`config.mk`:
```
export PLATFORM = sky130hd
export DESIGN_NAME = error_capture
export DESIGN_NICKNAME = d
export VERILOG_FILES = /design/src/err_pkg.sv /design/src/err_classify.sv /design/src/err_pairs.sv /design/src/error_capture.sv
export SDC_FILE = /design/constraint.sdc
export NUM_CORES = 1
export LEC_CHECK = 0
export ABC_AREA = 1
export BUFFER_PORTS_ARGS = -buffer_cell sky130_fd_sc_hd__buf_4
export CAP_MARGIN = 20
export CELL_PAD_IN_SITES_DETAIL_PLACEMENT = 0
export CELL_PAD_IN_SITES_GLOBAL_PLACEMENT = 1
export CORE_MARGIN = 5
export CORE_UTILIZATION = 38
export DETAILED_ROUTE_END_ITERATION = 6
export GPL_TIMING_DRIVEN = 0
export HOLD_SLACK_MARGIN = 0.03
export PLACE_DENSITY = 0.87
export SKIP_CTS_REPAIR_TIMING = 1
export SLEW_MARGIN = 10
export SYNTH_ARGS = -nofsm -noshare
export SYNTH_HDL_FRONTEND = slang
export SYNTH_SLANG_ARGS = --single-unit
export TNS_END_PERCENT = 50
```
`constraint.sdc`:
```
create_clock -name clk -period 4.45 [get_ports clk]
set_input_delay 0.445 -clock clk [delete_from_list [all_inputs] [get_ports clk]]
set_output_delay 0.445 -clock clk [all_outputs]
set_load 0.1 [all_outputs]
```
`src/err_pkg.sv`:
```
// Package of error codes, widths and pair counts for the error capture unit
package err_pkg;
    // Number of flag-code pairs (fixed)
    localparam int PAIRS = 4;
    localparam int PAIR_W = 2;
    // Code width holds the no-error code plus eight causes
    localparam int CODE_W = 4;
    localparam logic [CODE_W-1:0] CODE_NONE = 4'h0;
    localparam logic [CODE_W-1:0] CODE_BAD_ENUM = 4'h1;
    localparam logic [CODE_W-1:0] CODE_BAD_VALUE = 4'h2;
    localparam logic [CODE_W-1:0] CODE_BAD_STATE = 4'h3;
    localparam logic [CODE_W-1:0] CODE_FB_INCOMPLETE = 4'h4;
    localparam logic [CODE_W-1:0] CODE_STACK_OVER = 4'h5;
    localparam logic [CODE_W-1:0] CODE_STACK_UNDER = 4'h6;
    localparam logic [CODE_W-1:0] CODE_MEMORY_EXHAUSTED = 4'h7;
    localparam logic [CODE_W-1:0] CODE_TABLE_TOO_LARGE = 4'h8;
    localparam logic [CODE_W-1:0] CODE_MAX = 4'h8;
    localparam int DATA_W = 32;
    localparam logic [DATA_W-1:0] DATA_ZERO = 32'h0;
    // Reporting states, one-hot
    typedef enum logic [1:0] {
        REPORT_IDLE = 2'b01,
        REPORT_DRAIN = 2'b10
    } report_e;
endpackage

```
`src/err_classify.sv`:
```
// Classifier turning command check results into one error code
`timescale 1ns/1ps
module err_classify
    import err_pkg::*;
(
    input wire logic enum_bad,
    input wire logic size_negative,
    input wire logic state_bad,
    input wire logic fb_incomplete,
    input wire logic stack_over,
    input wire logic stack_under,
    input wire logic mem_exhausted,
    input wire logic table_large,
    output logic [CODE_W-1:0] code
);
    // Fixed priority; only the listed checks raise errors
    always_comb begin
        if (enum_bad) begin
            code = CODE_BAD_ENUM;
        end else if (size_negative) begin
            code = CODE_BAD_VALUE;
        end else if (state_bad) begin
            code = CODE_BAD_STATE;
        end else if (fb_incomplete) begin
            code = CODE_FB_INCOMPLETE;
        end else if (stack_over) begin
            code = CODE_STACK_OVER;
        end else if (stack_under) begin
            code = CODE_STACK_UNDER;
        end else if (table_large) begin
            code = CODE_TABLE_TOO_LARGE;
        end else if (mem_exhausted) begin
            code = CODE_MEMORY_EXHAUSTED;
        end else begin
            code = CODE_NONE;
        end
    end
endmodule // err_classify

```
`src/err_pairs.sv`:
```
// Small store of flag-code pairs with registered read data
`timescale 1ns/1ps
module err_pairs
    import err_pkg::*;
(
    input wire logic clk,
    input wire logic rst_n,
    input wire logic wr_en,
    input wire logic [PAIR_W-1:0] wr_idx,
    input wire logic [CODE_W-1:0] wr_code,
    input wire logic clr_en,
    input wire logic [PAIR_W-1:0] clr_idx,
    input wire logic clr_all,
    input wire logic [PAIR_W-1:0] rd_idx,
    output logic [CODE_W-1:0] rd_code,
    output logic [PAIRS-1:0] flags
);
    logic [CODE_W-1:0] codes [PAIRS];

    logic [PAIRS-1:0] drop;
    logic [PAIRS-1:0] take;

    // A pair records when clear, or when cleared in this very cycle
    always_comb begin
        for (int i = 0; i < PAIRS; i++) begin
            drop[i] = clr_all || (clr_en && clr_idx == PAIR_W'(i));
            take[i] = wr_en && wr_idx == PAIR_W'(i) && (!flags[i] || drop[i]);
        end
    end

    // Flags: a new error wins over a clear in the same cycle
    always_ff @(posedge clk) begin
        if (!rst_n) begin
            flags <= '0;
        end else begin
            for (int i = 0; i < PAIRS; i++) begin
                if (take[i]) begin
                    flags[i] <= 1'b1;
                end else if (drop[i]) begin
                    flags[i] <= 1'b0;
                end
            end
        end
    end

    // Codes follow their flags; a set flag keeps its first code
    always_ff @(posedge clk) begin
        if (!rst_n) begin
            for (int i = 0; i < PAIRS; i++) begin
                codes[i] <= CODE_NONE;
            end
        end else begin
            for (int i = 0; i < PAIRS; i++) begin
                if (take[i]) begin
                    codes[i] <= wr_code;
                end else if (drop[i]) begin
                    codes[i] <= CODE_NONE;
                end
            end
        end
    end

    // Registered read port
    always_ff @(posedge clk) begin
        if (!rst_n) begin
            rd_code <= CODE_NONE;
        end else begin
            rd_code <= codes[rd_idx];
        end
    end
endmodule // err_pairs

```
`src/error_capture.sv`:
```
// Error capture unit: classify, record, suppress and report error codes
`timescale 1ns/1ps
module error_capture
    import err_pkg::*;
(
    input wire logic clk,
    input wire logic rst_n,
    input wire logic cmd_valid,
    input wire logic [PAIR_W-1:0] cmd_unit,
    input wire logic cmd_returns,
    input wire logic cmd_writes,
    input wire logic [DATA_W-1:0] cmd_result,
    input wire logic enum_bad,
    input wire logic size_negative,
    input wire logic state_bad,
    input wire logic fb_incomplete,
    input wire logic stack_over,
    input wire logic stack_under,
    input wire logic mem_exhausted,
    input wire logic table_large,
    output logic cmd_commit,
    output logic mem_write_en,
    output logic ret_valid,
    output logic [DATA_W-1:0] ret_data,
    output logic undefined_state,
    input wire logic read_error_query,
    output logic query_done,
    output logic [CODE_W-1:0] query_code
);
    ////////////////////////////////////////////////////////////////////////
    // Classification
    logic [CODE_W-1:0] cls_code;
    logic cmd_err;
    logic [PAIRS-1:0] flags;
    logic [CODE_W-1:0] rd_code;
    logic [PAIR_W-1:0] rd_idx;
    logic clr_en;
    logic clr_all;
    logic [PAIR_W-1:0] clr_idx;
    report_e state;
    logic query_pend;
    logic [PAIR_W-1:0] drain_idx;

    // Fixed set of causes, no-error is zero
    err_classify u_classify (
        .enum_bad(enum_bad),
        .size_negative(size_negative),
        .state_bad(state_bad),
        .fb_incomplete(fb_incomplete),
        .stack_over(stack_over),
        .stack_under(stack_under),
        .mem_exhausted(mem_exhausted),
        .table_large(table_large),
        .code(cls_code)
    );

    assign cmd_err = cmd_valid && (cls_code != CODE_NONE);

    ////////////////////////////////////////////////////////////////////////
    // Pair store
    // Each unit owns one pair; record first error per pair
    err_pairs u_pairs (
        .clk(clk),
        .rst_n(rst_n),
        .wr_en(cmd_err),
        .wr_idx(cmd_unit),
        .wr_code(cls_code),
        .clr_en(clr_en),
        .clr_idx(clr_idx),
        .clr_all(clr_all),
        .rd_idx(rd_idx),
        .rd_code(rd_code),
        .flags(flags)
    );

    // Lowest set pair index
    function automatic logic [PAIR_W-1:0] first_set(input logic [PAIRS-1:0] f);
        logic [PAIR_W-1:0] idx;
        idx = '0;
        for (int i = PAIRS - 1; i >= 0; i--) begin
            if (f[i]) begin
                idx = PAIR_W'(i);
            end
        end
        return idx;
    endfunction

    ////////////////////////////////////////////////////////////////////////
    // Command effects
    // Commit and memory writes gated on error
    always_ff @(posedge clk) begin
        if (!rst_n) begin
            cmd_commit <= 1'b0;
            mem_write_en <= 1'b0;
        end else begin
            cmd_commit <= cmd_valid && !cmd_err;
            mem_write_en <= cmd_valid && cmd_writes && !cmd_err;
        end
    end

    // Returned value is zero on error
    always_ff @(posedge clk) begin
        if (!rst_n) begin
            ret_valid <= 1'b0;
            ret_data <= DATA_ZERO;
        end else begin
            ret_valid <= cmd_valid && cmd_returns;
            ret_data <= (cmd_valid && cmd_returns && !cmd_err) ? cmd_result : DATA_ZERO;
        end
    end

    // Sticky undefined marker, memory exhaustion only
    always_ff @(posedge clk) begin
        if (!rst_n) begin
            undefined_state <= 1'b0;
        end else if (cmd_err && cls_code == CODE_MEMORY_EXHAUSTED) begin
            undefined_state <= 1'b1;
        end
    end

    ////////////////////////////////////////////////////////////////////////
    // Query sequencing: read pair, then clear it
    assign rd_idx = first_set(flags);
    assign clr_idx = drain_idx;
    assign clr_en = (state == REPORT_DRAIN);
    assign clr_all = read_error_query && state == REPORT_IDLE && flags == '0;

    // Pair under report, frozen when the query is taken; a new error on a
    // lower pair during the drain cannot redirect the clear
    always_ff @(posedge clk) begin
        if (!rst_n) begin
            drain_idx <= '0;
        end else if (read_error_query && state == REPORT_IDLE) begin
            drain_idx <= rd_idx;
        end
    end

    // Two-step query: registered code, then answer
    always_ff @(posedge clk) begin
        if (!rst_n) begin
            state <= REPORT_IDLE;
            query_pend <= 1'b0;
        end else begin
            case (state)
                REPORT_IDLE: begin
                    if (read_error_query && flags != '0) begin
                        state <= REPORT_DRAIN;
                    end
                    query_pend <= read_error_query && flags == '0;
                end
                REPORT_DRAIN: begin
                    state <= REPORT_IDLE;
                    query_pend <= 1'b0;
                end
                default: begin
                    state <= REPORT_IDLE;
                    query_pend <= 1'b0;
                end
            endcase
        end
    end

    // Answer the query one cycle after it is taken
    always_ff @(posedge clk) begin
        if (!rst_n) begin
            query_done <= 1'b0;
            query_code <= CODE_NONE;
        end else if (state == REPORT_DRAIN) begin
            query_done <= 1'b1;
            query_code <= rd_code;
        end else if (query_pend) begin
            query_done <= 1'b1;
            query_code <= CODE_NONE;
        end else begin
            query_done <= 1'b0;
        end
    end

    ////////////////////////////////////////////////////////////////////////
    // Checks
    bad_err_commit_a: assert property (@(posedge clk) disable iff (!rst_n)
        cmd_err |=> !cmd_commit)
        else $error("erroring command committed");
    bad_err_write_a: assert property (@(posedge clk) disable iff (!rst_n)
        cmd_err |=> !mem_write_en)
        else $error("erroring command wrote memory");
    zero_return_a: assert property (@(posedge clk) disable iff (!rst_n)
        (cmd_err && cmd_returns) |=> (ret_valid && ret_data == DATA_ZERO))
        else $error("erroring command returned nonzero");
    flag_set_a: assert property (@(posedge clk) disable iff (!rst_n)
        (cmd_err && state == REPORT_IDLE && !read_error_query) |=> flags[$past(cmd_unit)])
        else $error("error did not set flag");
    undef_only_mem_a: assert property (@(posedge clk) disable iff (!rst_n)
        $rose(undefined_state) |-> $past(cls_code) == CODE_MEMORY_EXHAUSTED)
        else $error("undefined state from other code");
    query_answer_a: assert property (@(posedge clk) disable iff (!rst_n)
        (read_error_query && state == REPORT_IDLE) |-> ##[1:2] query_done)
        else $error("query not answered");
    none_no_flags_a: assert property (@(posedge clk) disable iff (!rst_n)
        (query_done && query_code == CODE_NONE) |-> $past(flags, 2) == '0)
        else $error("no-error returned with flags set");
    drain_clears_a: assert property (@(posedge clk) disable iff (!rst_n)
        (state == REPORT_DRAIN && !cmd_err) |=> !flags[$past(clr_idx)])
        else $error("reported pair not cleared");
    code_nonzero_a: assert property (@(posedge clk) disable iff (!rst_n)
        (state == REPORT_DRAIN) |=> query_code != CODE_NONE)
        else $error("set pair reported as no-error");
    code_range_a: assert property (@(posedge clk) disable iff (!rst_n)
        cls_code <= CODE_MAX)
        else $error("code out of range");

    ////////////////////////////////////////////////////////////////////////
    // Checks on command effects
    commit_clean_a: assert property (@(posedge clk) disable iff (!rst_n)
        (cmd_valid && !cmd_err) |=> cmd_commit)
        else $error("clean command not committed");
    write_clean_a: assert property (@(posedge clk) disable iff (!rst_n)
        (cmd_valid && cmd_writes && !cmd_err) |=> mem_write_en)
        else $error("clean write suppressed");
    idle_quiet_a: assert property (@(posedge clk) disable iff (!rst_n)
        !cmd_valid |=> (!cmd_commit && !mem_write_en && !ret_valid))
        else $error("effect without a command");
    ret_valid_a: assert property (@(posedge clk) disable iff (!rst_n)
        (cmd_valid && cmd_returns) |=> ret_valid)
        else $error("returned value missing");
    ret_pass_a: assert property (@(posedge clk) disable iff (!rst_n)
        (cmd_valid && cmd_returns && !cmd_err) |=> ret_data == $past(cmd_result))
        else $error("clean command returned wrong value");
    undef_sticky_a: assert property (@(posedge clk) disable iff (!rst_n)
        undefined_state |=> undefined_state)
        else $error("undefined marker dropped");

    ////////////////////////////////////////////////////////////////////////
    // Checks on classification
    enum_code_a: assert property (@(posedge clk) disable iff (!rst_n)
        enum_bad |-> cls_code == CODE_BAD_ENUM)
        else $error("bad enum not classified");
    value_code_a: assert property (@(posedge clk) disable iff (!rst_n)
        (size_negative && !enum_bad) |-> cls_code == CODE_BAD_VALUE)
        else $error("negative size not classified");
    mem_code_a: assert property (@(posedge clk) disable iff (!rst_n)
        (mem_exhausted && !(enum_bad || size_negative || state_bad || fb_incomplete
            || stack_over || stack_under || table_large)) |-> cls_code == CODE_MEMORY_EXHAUSTED)
        else $error("memory exhaustion not classified");
    clean_code_a: assert property (@(posedge clk) disable iff (!rst_n)
        !(enum_bad || size_negative || state_bad || fb_incomplete
            || stack_over || stack_under || mem_exhausted || table_large)
        |-> cls_code == CODE_NONE)
        else $error("error raised without a failed check");

    ////////////////////////////////////////////////////////////////////////
    // Checks on reset and the query path
    reset_clear_a: assert property (@(posedge clk)
        !rst_n |=> (flags == '0 && !query_done && query_code == CODE_NONE
            && !undefined_state && !cmd_commit && !mem_write_en && !ret_valid))
        else $error("reset left state behind");
    drain_some_a: assert property (@(posedge clk) disable iff (!rst_n)
        (read_error_query && state == REPORT_IDLE && flags != '0) |=> state == REPORT_DRAIN)
        else $error("set pair not drained");
    drain_once_a: assert property (@(posedge clk) disable iff (!rst_n)
        state == REPORT_DRAIN |=> state == REPORT_IDLE)
        else $error("drain lasted more than one cycle");
    pend_none_a: assert property (@(posedge clk) disable iff (!rst_n)
        (read_error_query && state == REPORT_IDLE && flags == '0)
        |=> ##1 (query_done && query_code == CODE_NONE))
        else $error("empty query not answered with no-error");
    answer_asked_a: assert property (@(posedge clk) disable iff (!rst_n)
        query_done |-> $past(read_error_query, 2))
        else $error("answer without a query");
    code_hold_a: assert property (@(posedge clk) disable iff (!rst_n)
        $changed(query_code) |-> query_done)
        else $error("answer code changed without an answer");
    last_clear_a: assert property (@(posedge clk) disable iff (!rst_n)
        (state == REPORT_DRAIN && $onehot(flags) && !cmd_err) |=> flags == '0)
        else $error("flags left after last report");

    // Coverage of main scenarios
    cv_err_c: cover property (@(posedge clk) disable iff (!rst_n) cmd_err);
    cv_query_c: cover property (@(posedge clk) disable iff (!rst_n)
        query_done && query_code != CODE_NONE);
    cv_two_c: cover property (@(posedge clk) disable iff (!rst_n)
        state == REPORT_DRAIN ##2 state == REPORT_DRAIN);
    cv_mem_c: cover property (@(posedge clk) disable iff (!rst_n) $rose(undefined_state));
    cv_none_c: cover property (@(posedge clk) disable iff (!rst_n)
        query_done && query_code == CODE_NONE);
endmodule // error_capture

```
==> metrics.md, run 1 <==
| Metric | Value |
|---|---|
| Kind of launch point of the worst setup path | flop |
| Cell type with the largest total area after synthesis | dfxtp_1 |
| Largest delay contributor family on the critical path | simple AND/OR/NAND/NOR gates |
| Post-layout minimum cycle time | 1.65 ns |
| Antenna Cells | 0 |
| Layout cells sized above 1 | 0.295 |
| Commonest non-fill, non-tap cells in the layout | 88 x buf_4, 77 x nor2_1, 59 x inv_1 |
| DR vias | 2210 |
| Peak supply drop | 0.273 mV |
| Drt initial violations | 125 |
| Antenna violations before repair | 0 |
| Area growth from synthesis to layout | 37.2% |
| Setup repair after global routing missed its margin | false |
| Detail-routed net length per standard cell | 11.4 um |
| Antenna viol nets, final | 0 |
| Slack of the worst reg-to-reg path | 2.80 ns |
| Pwr Density | 379 nW/um2 |
| Master cell of the clock root buffer | clkbuf_8 |
| Number of buffer and inverter instances along the worst setup path | 2 |
| Outcome | finished clean |
| Worst reg2reg endpoint | u_pairs.codes[3][2]$_SDFFCE_PP0P_ |
| Setup slack after placement | 2.46 ns |
| Slowest stage cell on the critical path | dfxtp_1 |
| Reg clk slew, reported paths | 0.08 ns |
| Final Hold Fails | 0 |
| Post-Synthesis Cells | 317 |
| Starting density of the core | 0.392 |
| Critical Path Fanout Max | 9 |
| Static leakage power | 0.00184 uW |
| Critical path capture point type | flop |
| Largest net degree at the start of global routing | 14 |
| Yosys top cell area share | 0.406 |
| Clk sinks | 70 |
| Die W | 93.7 um |
| Required @ worst endpoint | 4.64 ns |
| Max stage delay on crit path | 0.31 ns |
| Drt drc | 0 |
| Yosys warns | 0 |
| Sequential area share after synthesis | 0.586 |
| Sum of net half-perimeters after detailed placement | 4560 um |
| Net count after synthesis | 365 |
| Drt via density | 4.27 |
| Bufs on Longest Clock Path | 2 |
| Post-Synthesis Mean Instance Area | 8.40 um2 |
| Total iterations of the first detailed-routing run | 4 |
| Most common cell after layout, fill and taps aside | buf_4 |
| Worst Slack Setup Final | 2.80 ns |
| Final-layout setup total negative slack | 0 ns |
| Worst hold-check slack | 0.311 ns |
| Post-layout nets | 464 |
| CTS tree | built |
| Clk_skew | 0.00613 ns |
| Core footprint | 6790 um2 |
| Num rows | 30 |
| Count of pins on the block boundary | 89 |
| End-of-flow core utilization | 0.538 |
| Total congestion overflow | 0 |
| H-tree level count | 3 |
| Post-Synthesis Cell Area | 2660 um2 |
| Cells along the critical path | inv_1, nor2_2, nand3_1, nand3_1, nand2_1, inv_1, nand4_1, nor2_1 |
| Total power draw | 1380 uW |
| Number of global-route vias before repair | 2156 |
| Clk Latency, worst-skew pair | 0.34 ns |
| Height of the die | 93.7 um |
| R2r worst-path depth | 8 |
| Final setup violation count | 0 |
| Ratio of final minimum period to clock period | 0.371 |
| Overall die area | 8780 um2 |
| Type of the most critical hold path | input port to flop |
| Critical path depth | 8 |
| Max-capacitance violation count | 0 |
| Transition time at the pin with the least slew margin | 0.486 ns |
| Startpoint of the worst-slack reg-to-reg timing path | state[1]$_SDFFE_PN0P_ |
| First-pass GRT wire length | 9540 um |
| Num CTS Buffers | 9 |
| Origin of the worst setup path | state[1]$_SDFFE_PN0P_ |
| GP Congestion | 0.777 |
| Leading post-synthesis cells by cell area | dfxtp_1 41%, edfxtp_1 18%, nor2_1 11% |
| Crit path to | u_pairs.codes[3][2]$_SDFFCE_PP0P_ |
| Type of the setup path with the least slack | flop to flop |
| Cell variety after synth | 22 |
| #FFs+latches synth | 70 |
| Total wire length after detailed routing | 5920 um |
| Total routing resource utilization after global routing | 0.143 |
| Max Fclk | 605 MHz |
| Port Buffer Count | 88 |
| Critical path data arrival time | 1.84 ns |
| Max transition margin | 0.676 |
| Final Max Slew Viols | 0 |
## cells in the mapped netlist (all sizes together)
| cell | instances |
|---|---|
| nand2 | 46 |
| inv | 61 |
| buf | 4 |
| nand4 | 8 |
| nand3 | 11 |
| dfxtp | 54 |
| nor3b | 1 |
| nand3b | 1 |
| nor2 | 85 |
| nor3 | 2 |
| a21oi | 14 |
| edfxtp | 16 |
| clkbuf | 2 |
| o21ai | 11 |
| and2 | 1 |
## metrics by stage
stage	cell area, um2	std cells
finish	3660	517
global route	3660	517
CTS	3660	517
detailed placement	3440	501
global placement	3440	501
floorplan	2660	317
## metal layers
layer	wire length, um	GRT usage
met1	2370	0.151
met2	2620	0.221
met3	825	0.0978
met4	97	0.0614
met5	0	0
## cell type report
cell class / count / area (um2)
fill: 641 / 3140
sequential: 70 / 1560
multi-input combinational: 180 / 821
timing repair buffer: 88 / 661
inverter: 61 / 229
clock buffer: 10 / 149
tap: 96 / 120
clock inverter: 6 / 62.6
buffer: 6 / 52.6
## kinds of logic after synthesis
group                  synth area share
buffers and inverters             0.106
AOI/OAI and AO/OA                0.0512
DFF                               0.586
and+or+nand+nor                   0.257
## power by group
group | switching, uW | leakage, uW | total [uW] | internal, uW
combinational | 103 | 0.00112 | 163 | 60.0
clock | 241 | 0.000113 | 535 | 295
sequential | 9.31 | 0.000613 | 686 | 677
## worst register-to-register path, stage by stage (launching register included)
cell,delay (ns)
dfxtp_1,0.31
inv_1,0.05
nor2_2,0.28
nand3_1,0.19
nand3_1,0.13
nand2_1,0.05
inv_1,0.08
nand4_1,0.23
nor2_1,0.18
## state kept, by name, summed over array words and instances, names as in the netlist
| name | cells |
|---|---|
| mem_write_en | 1 |
| undefined_state | 1 |
| ret_data | 32 |
| ret_valid | 1 |
| query_done | 1 |
| u_pairs.rd_code | 4 |
| u_pairs.codes | 16 |
| cmd_commit | 1 |
| state | 2 |
| u_pairs.flags | 4 |
| clr_idx | 2 |
| query_code | 4 |
| query_pend | 1 |
## worst min-delay path by stage
stage                                   from  depth (start not counted)                    endpoint  slack (ns)
6_report                       cmd_result[7]                          3      ret_data[7]$_SDFF_PN0_        0.31
4_1_cts                        cmd_result[9]                          3      ret_data[9]$_SDFF_PN0_        0.29
2_1_floorplan  u_pairs.rd_code[0]$_SDFF_PN0_                          2  query_code[0]$_SDFFE_PN0P_        0.43
3_5_place_dp   u_pairs.rd_code[0]$_SDFF_PN0_                          2  query_code[0]$_SDFFE_PN0P_        0.44
5_1_grt                        cmd_result[7]                          3      ret_data[7]$_SDFF_PN0_        0.29
3_3_place_gp   u_pairs.rd_code[3]$_SDFF_PN0_                          2  query_code[3]$_SDFFE_PN0P_        0.43
(Power assumes the default switching activity.)
==> run 2, diff against run 1 <==
--- a/config.mk
+++ b/config.mk
@@ -5,17 +5,17 @@
 export SDC_FILE = /design/constraint.sdc
 export NUM_CORES = 1
 export LEC_CHECK = 0
-export ABC_AREA = 1
+export ABC_AREA = 0
 export BUFFER_PORTS_ARGS = -buffer_cell sky130_fd_sc_hd__buf_4
 export CAP_MARGIN = 20
 export CELL_PAD_IN_SITES_DETAIL_PLACEMENT = 0
 export CELL_PAD_IN_SITES_GLOBAL_PLACEMENT = 1
 export CORE_MARGIN = 5
-export CORE_UTILIZATION = 38
+export CORE_UTILIZATION = 34
 export DETAILED_ROUTE_END_ITERATION = 6
 export GPL_TIMING_DRIVEN = 0
 export HOLD_SLACK_MARGIN = 0.03
-export PLACE_DENSITY = 0.87
+export PLACE_DENSITY = 0.79
 export SKIP_CTS_REPAIR_TIMING = 1
 export SLEW_MARGIN = 10
 export SYNTH_ARGS = -nofsm -noshare
==> constraint.sdc (replaced) <==
create_clock -name clk -period 1.44 [get_ports clk]
set_input_delay 0.144 -clock clk [delete_from_list [all_inputs] [get_ports clk]]
set_output_delay 0.144 -clock clk [all_outputs]
set_load 0.1 [all_outputs]
==> metrics.md, run 2 <==
| Metric | Value |
|---|---|
| Outcome | finished, violations left |
| Violations in the final reports | setup timing |
| Origin of the worst setup path | state[0]$_SDFFE_PN1P_ |
| Detail-routed net length per standard cell | 13.5 um (+18%) |
| Worst Hold Launch | cmd_result[12] |
| Final-layout setup total negative slack | -7.09 ns (-7.09 ns) |
| Slowest stage cell on the critical path | or4b_4 |
| Part of the total power dissipated in sequential elements | 0.485 (-0.011) |
| Cell type with the largest total area after synthesis | dfxtp_1 |
| Clk Latency, worst-skew pair | 0.35 ns (about the same) |
| Post-Synthesis Cells | 261 (-18%) |
| DR vias | 2238 (+1.3%) |
| Number of buffer and inverter instances along the worst setup path | 0 (-2) |
| Count of pins on the block boundary | 89 (unchanged) |
| Drt initial violations | 59 (-53%) |
| Critical path capture point type | flop |
| Max transition margin | 0.441 (-0.234) |
| Share of total power in combinational logic | 0.114 (-0.004) |
| Net Switching | 1030 uW (+190%) |
| H-tree level count | 3 (unchanged) |
| Startpoint of the worst-slack reg-to-reg timing path | state[0]$_SDFFE_PN1P_ |
| Master cell of the clock root buffer | clkbuf_8 |
| Total wire length after detailed routing | 6650 um (+12%) |
| Clk sinks | 70 (unchanged) |
| Most numerous cell types in the synthesized netlist | 54 x dfxtp_1, 38 x inv_1, 25 x nor2_1 |
| Height of the die | 100 um (+6.8%) |
| Leading post-synthesis cells by cell area | dfxtp_1 39%, edfxtp_1 17%, inv_1 5.2% |
| Switching power as a share of total power | 0.236 (-0.0195) |
| Sequential area share after synthesis | 0.566 (-0.0199) |
| Port Buffer Count | 87 (-1.1%) |
| Post-Synthesis Mean Instance Area | 10.6 um2 (+26%) |
| Total congestion overflow | 0 (unchanged) |
| Max stage delay on crit path | 0.57 ns (+0.26 ns) |
| #FFs+latches synth | 70 (unchanged) |
| Post-synth EDFFs | 16 (unchanged) |
| Final Hold Fails | 0 (unchanged) |
| Kind of launch point of the worst setup path | flop |
| Starting density of the core | 0.353 (-0.0389) |
| First-pass GRT wire length | 10200 um (+6.7%) |
| Num CTS Buffers | 9 (unchanged) |
| Peak supply drop | 0.610 mV (+120%) |
| Transition time at the pin with the least slew margin | 0.827 ns (+0.341 ns) |
| Dominant register cell in the synthesized netlist | dfxtp_1 |
| Critical Path Fanout Max | 5 (-4) |
| End-of-flow core utilization | 0.521 (-0.0173) |
| Final setup violation count | 24 (+24) |
| Sum of net half-perimeters after detailed placement | 4850 um (+6.4%) |
| Layout cells sized above 1 | 0.371 (+0.0763) |
| Drt drc | 0 (unchanged) |
| Pwr Density | 1070 nW/um2 (+180%) |
| Post-layout minimum cycle time | 1.88 ns (+0.223 ns) |
| Clk_skew | 0.00933 ns (+0.00320 ns) |
| Post-Synthesis Cell Area | 2760 um2 (+3.5%) |
| GP Congestion | 0.773 (-0.48%) |
| Cell-internal power | 3340 uW (+220%) |
| Yosys warns | 0 (unchanged) |
| Num rows | 32 (+6.7%) |
| Antenna violations before repair | 0 (unchanged) |
| Largest regs | ret_data: 32 flops, u_pairs.codes: 16 flops |
| Max-capacitance violation count | 0 (unchanged) |
| Yosys top cell area share | 0.392 (-0.0138) |
| Clk pwr share | 0.400 (+0.013) |
| Number of flip-flops in the largest register | 32 (unchanged) |
| Ratio of final minimum period to clock period | 1.30 (+0.931) |
| Largest register by flop count | ret_data |
| Max Fclk | 533 MHz (-12%) |
| Share of synthesized registers carrying an async set or reset | 0 (unchanged) |
| Setup repair after global routing missed its margin | true |
| Net count after synthesis | 309 (-15%) |
| Core footprint | 7810 um2 (+15%) |
| Worst Slack Setup Final | -0.436 ns (-3.23 ns) |
| Commonest non-fill, non-tap cells in the layout | 92 x buf_4, 48 x dfxtp_1, 38 x inv_1 |
| Cells along the critical path | or4b_4, a211o_4, nor2_1, a21o_1 |
| Final Max Slew Viols | 0 (unchanged) |
| Cell variety after synth | 40 (+82%) |
| Antenna viol nets, final | 0 (unchanged) |
| Type of the setup path with the least slack | flop to flop |
| Most common cell after layout, fill and taps aside | buf_4 |
| Total routing resource utilization after global routing | 0.131 (-0.0125) |
| Slack of the worst reg-to-reg path | -0.44 ns (-3.23 ns) |
| Placed cell count | 450 (-10%) |
| CTS tree | built |
| Total placed instance area | 3550 um2 (+2.9%) |
| Area growth from synthesis to layout | 47.5% |
| Total iterations of the first detailed-routing run | 4 (unchanged) |
| Largest net degree at the start of global routing | 13 (-1) |
| Reg clk slew, reported paths | 0.08 ns (about the same) |
| Static leakage power | 0.00179 uW (-3.1%) |
| Final std cells w/o fill | 493 (-4.6%) |
| Drt via density | 4.54 (+6.2%) |
| Overall die area | 10000 um2 (+14%) |
| Die W | 100 um (+6.8%) |
| Required @ worst endpoint | 1.48 ns (-3.16 ns) |
| Post-layout nets | 434 (-6.5%) |
| Antenna Cells | 0 (unchanged) |
| Cell with the most instances after synthesis | dfxtp_1 |
| Final non-filler cell area | 4070 um2 (+11%) |
| Bufs on Longest Clock Path | 2 (unchanged) |
| Number of global-route vias before repair | 2055 (-4.7%) |
| Largest delay contributor family on the critical path | simple AND/OR/NAND/NOR gates |
| Critical path data arrival time | 1.92 ns (+0.08 ns) |
| Type of the most critical hold path | input port to flop |
run 2: cell types whose count changed after synthesis, moves of 7 or more:
cell     before  now
inv_1        59   38
o21ai_0      11    2
nor3_1        2   24
nand2_1      43   11
nor2b_1       0   10
nor2_1       77   25
a21oi_1      13    6
nor3_2        0   11
nand3_1      10    2
nand4_1       8    0
run 2: per-stage QoR:
step	worst slack, ns	power [uW]	hold WS, ns
finish	-0.436	4370	0.0246
global route	-0.492	4530	0.0310
floorplan	-0.303	2420	0.258
CTS	-0.452	4340	0.00598
global placement	-0.433	2580	0.378
detailed placement	-0.427	2590	0.382
run 2: cell type report:
cell class | instances | area [um2]
fill | 731 | 3740
sequential | 70 | 1570
multi-input combinational | 142 | 1010
timing repair buffer | 114 | 913
clock buffer | 12 | 176
inverter | 38 | 143
tap | 102 | 128
buffer | 11 | 75.1
clock inverter | 4 | 51.3
run 2: logic make-up after synthesis:
logic type,synth area share
simple gates,0.230
buf+inv,0.0780
flops,0.566
mux,0.0399
compound gates,0.0862
run 2: worst paths after layout:
path	cells after the start	to
worst min register to register	2	undefined_state$_SDFFE_PN0P_
worst max register to register	4	u_pairs.codes[0][1]$_SDFFCE_PP0P_
worst max-delay path	4	u_pairs.codes[0][1]$_SDFFCE_PP0P_
worst min-delay path	3	ret_data[12]$_SDFF_PN0_
run 2: power by group through the flow:
stage	sequential (uW)	combinational, uW	clock (uW)
floorplan	2190	225	0
global placement	2160	421	0
detailed placement	2160	429	0
CTS	2120	430	1790
global route	2130	545	1860
finish	2120	499	1750
run 2: layer usage:
| metal | track usage | share of wire | vias up |
|---|---|---|---|
| met2 | 0.214 | 0.49 | 60 |
| li1 | - | - | 1128 |
| met3 | 0.0354 | 0.063 | 16 |
| met1 | 0.154 | 0.42 | 1034 |
| met4 | 0.0746 | 0.025 | 0 |
| met5 | 0 | 0 | - |
run 2: worst min-delay path, delay by kind of cell:
| kind | cells | cell delay, ns |
|---|---|---|
| simple gates | 1 | 0.04 |
| buf+inv | 2 | 0.15 |
==> run 3, diff against run 2 <==
--- a/config.mk
+++ b/config.mk
@@ -5,17 +5,17 @@
 export SDC_FILE = /design/constraint.sdc
 export NUM_CORES = 1
 export LEC_CHECK = 0
-export ABC_AREA = 0
+export ABC_AREA = 1
 export BUFFER_PORTS_ARGS = -buffer_cell sky130_fd_sc_hd__buf_4
 export CAP_MARGIN = 20
 export CELL_PAD_IN_SITES_DETAIL_PLACEMENT = 0
 export CELL_PAD_IN_SITES_GLOBAL_PLACEMENT = 1
 export CORE_MARGIN = 5
-export CORE_UTILIZATION = 34
+export CORE_UTILIZATION = 32
 export DETAILED_ROUTE_END_ITERATION = 6
 export GPL_TIMING_DRIVEN = 0
 export HOLD_SLACK_MARGIN = 0.03
-export PLACE_DENSITY = 0.79
+export PLACE_DENSITY = 0.78
 export SKIP_CTS_REPAIR_TIMING = 1
 export SLEW_MARGIN = 10
 export SYNTH_ARGS = -nofsm -noshare
==> metrics.md, run 3 (synthesis results as in run 1) <==
| Metric | Value |
|---|---|
| H-tree level count | 3 (unchanged) |
| Antenna viol nets, final | 0 (unchanged) |
| Total routing resource utilization after global routing | 0.126 (-0.00426) |
| Kind of launch point of the worst setup path | flop |
| Static leakage power | 0.00200 uW (+12%) |
| Count of pins on the block boundary | 89 (unchanged) |
| Transition time at the pin with the least slew margin | 0.509 ns (-0.318 ns) |
| Starting density of the core | 0.326 (-0.0274) |
| Num CTS Buffers | 9 (unchanged) |
| Max transition margin | 0.661 (+0.219) |
| Critical Path Fanout Max | 5 (unchanged) |
| Detail-routed net length per standard cell | 11.7 um (-13%) |
| Sum of net half-perimeters after detailed placement | 4650 um (-4.2%) |
| Worst reg2reg endpoint | u_pairs.flags[0]$_SDFFE_PN0P_ |
| Bufs on Longest Clock Path | 2 (unchanged) |
| Max Fclk | 677 MHz (+27%) |
| GP Congestion | 0.734 (-5.1%) |
| Drt via density | 4.20 (-7.4%) |
| Largest regs | ret_data: 32 flops, u_pairs.codes: 16 flops |
| Final setup violation count | 9 (-63%) |
| Origin of the worst setup path | u_pairs.flags[0]$_SDFFE_PN0P_ |
| Setup slack after placement | -0.227 ns (+0.200 ns) |
| Master cell of the clock root buffer | clkbuf_8 |
| Max stage delay on crit path | 0.33 ns (-0.24 ns) |
| Port Buffer Count | 88 (+1.1%) |
| Drt initial violations | 116 (+97%) |
| Slack of the worst reg-to-reg path | -0.04 ns (+0.40 ns) |
| Most common cell after layout, fill and taps aside | buf_4 |
| Outcome | finished, violations left |
| Core footprint | 8180 um2 (+4.7%) |
| Reg clk slew, reported paths | 0.08 ns (about the same) |
| Area growth from synthesis to layout | 53.6% |
| Die W | 101 um (+1.2%) |
| Type of the most critical hold path | input port to flop |
| Post-layout minimum cycle time | 1.48 ns (-0.398 ns) |
| Violations in the final reports | setup timing |
| Critical path capture point type | flop |
| Ratio of final minimum period to clock period | 1.03 (-0.276) |
| Final Max Slew Viols | 0 (unchanged) |
| Num rows | 33 (+3.1%) |
| Post-layout nets | 503 (+16%) |
| Pwr Density | 1050 nW/um2 (-1.8%) |
| Clk_skew | 0.00851 ns (-0.000815 ns) |
| Startpoint of the worst-slack reg-to-reg timing path | u_pairs.flags[0]$_SDFFE_PN0P_ |
| Number of flip-flops in the largest register | 32 (unchanged) |
| Overall die area | 10200 um2 (+2.4%) |
| Placed cell count | 510 (+13%) |
| Critical path data arrival time | 1.77 ns (-0.15 ns) |
| First-pass GRT wire length | 9980 um (-1.9%) |
| Type of the setup path with the least slack | flop to flop |
| DR vias | 2375 (+6.1%) |
| Worst Slack Setup Final | -0.0379 ns (+0.398 ns) |
| Total wire length after detailed routing | 6640 um (-0.23%) |
| Antenna Cells | 0 (unchanged) |
| Clk Latency, worst-skew pair | 0.34 ns (about the same) |
| Layout cells sized above 1 | 0.367 (-0.00345) |
| Peak supply drop | 0.678 mV (+11%) |
| Clk sinks | 70 (unchanged) |
| CTS tree | built |
| Drt drc | 0 (unchanged) |
| Height of the die | 101 um (+1.2%) |
| Slowest stage cell on the critical path | dfxtp_2 |
| Crit path to | u_pairs.flags[0]$_SDFFE_PN0P_ |
| Total congestion overflow | 0 (unchanged) |
| Final Hold Fails | 0 (unchanged) |
| Total iterations of the first detailed-routing run | 4 (unchanged) |
| Max-capacitance violation count | 0 (unchanged) |
| Largest register by flop count | ret_data |
| Commonest non-fill, non-tap cells in the layout | 100 x buf_4, 76 x nor2_1, 49 x inv_1, 49 x dfxtp_1, 32 x nand2_1 |
| R2r worst-path depth | 11 (+7) |
| Required @ worst endpoint | 1.73 ns (+0.25 ns) |
| Cells along the critical path | inv_2, nand2_4, nor2_4, nand2_4, buf_6, nand3_2, nand2_2, inv_2, nand4_1, buf_4, nand2_1 |
| Number of global-route vias before repair | 2229 (+8.5%) |
| Final std cells w/o fill | 565 (+15%) |
| Fill cell total of the finished layout | 781 (+6.8%) |
| Largest net degree at the start of global routing | 15 (+2) |
| Antenna violations before repair | 0 (unchanged) |
| Setup repair after global routing missed its margin | true |
[run 3: cell count changes in the layout (fill, tap and decap cells not counted), sizes merged, moves of 8 or more]
cell / change
nor2b: -10
nand2: +35
nor3: -33
inv: +27
nor2: +60
buf: +9
nand4: +8
nand3: +9
o21ai: +9
[run 3: per-stage QoR]
stage	hold slack (ns)	util	cell area, um2	total power (uW)	TNS (ns)
global route	0.0311	0.501	4090	4530	-2.57
detailed placement	0.364	0.423	3460	2670	-6.11
CTS	-0.0132	0.447	3650	4220	-5.85
floorplan	0.256	-	2660	2480	0
finish	0.0138	0.501	4090	4320	-0.158
global placement	0.357	0.423	3460	2670	-5.57
[run 3: layout make-up]
cell class	instances	area, um2	share of cell area
Buffer	6	52.6	0.0128
Clock buffer	10	149	0.0364
Clock inverter	6	50.0	0.0122
Inverter	61	231	0.0566
Multi-Input combinational cell	180	895	0.219
Sequential cell	70	1570	0.383
Tap cell	105	131	0.0321
Timing Repair Buffer	127	1020	0.248
[run 3: worst min path at each step]
stage / depth (start not counted) / from / slack, ns / endpoint
floorplan: 2 / cmd_result[0] / 0.26 / ret_data[0]$_SDFF_PN0_
detailed placement: 3 / cmd_result[19] / 0.36 / ret_data[19]$_SDFF_PN0_
finish: 3 / cmd_result[4] / 0.01 / ret_data[4]$_SDFF_PN0_
CTS: 3 / cmd_result[19] / -0.01 / ret_data[19]$_SDFF_PN0_
global placement: 3 / cmd_result[8] / 0.36 / ret_data[8]$_SDFF_PN0_
global route: 3 / cmd_returns / 0.03 / ret_valid$_SDFF_PN0_
[run 3: where the power goes]
group / total [uW] / internal, uW / switching, uW
Sequential: 2130 / 2090 / 34.0
Clock: 1550 / 755 / 797
Combinational: 637 / 274 / 363
[run 3: worst max-delay path: cells and delay by family (launching register included)]
kind	cells	cell delay (ns)
buf+inv	4	0.47
simple gates	7	0.61
flops	1	0.33
[run 3: layer usage]
| layer | routed length [um] | track usage |
|---|---|---|
| met3 | 787 | 0.0751 |
| met4 | 136 | 0.0644 |
| met2 | 3090 | 0.190 |
| met1 | 2630 | 0.141 |
| met5 | 0 | 0 |
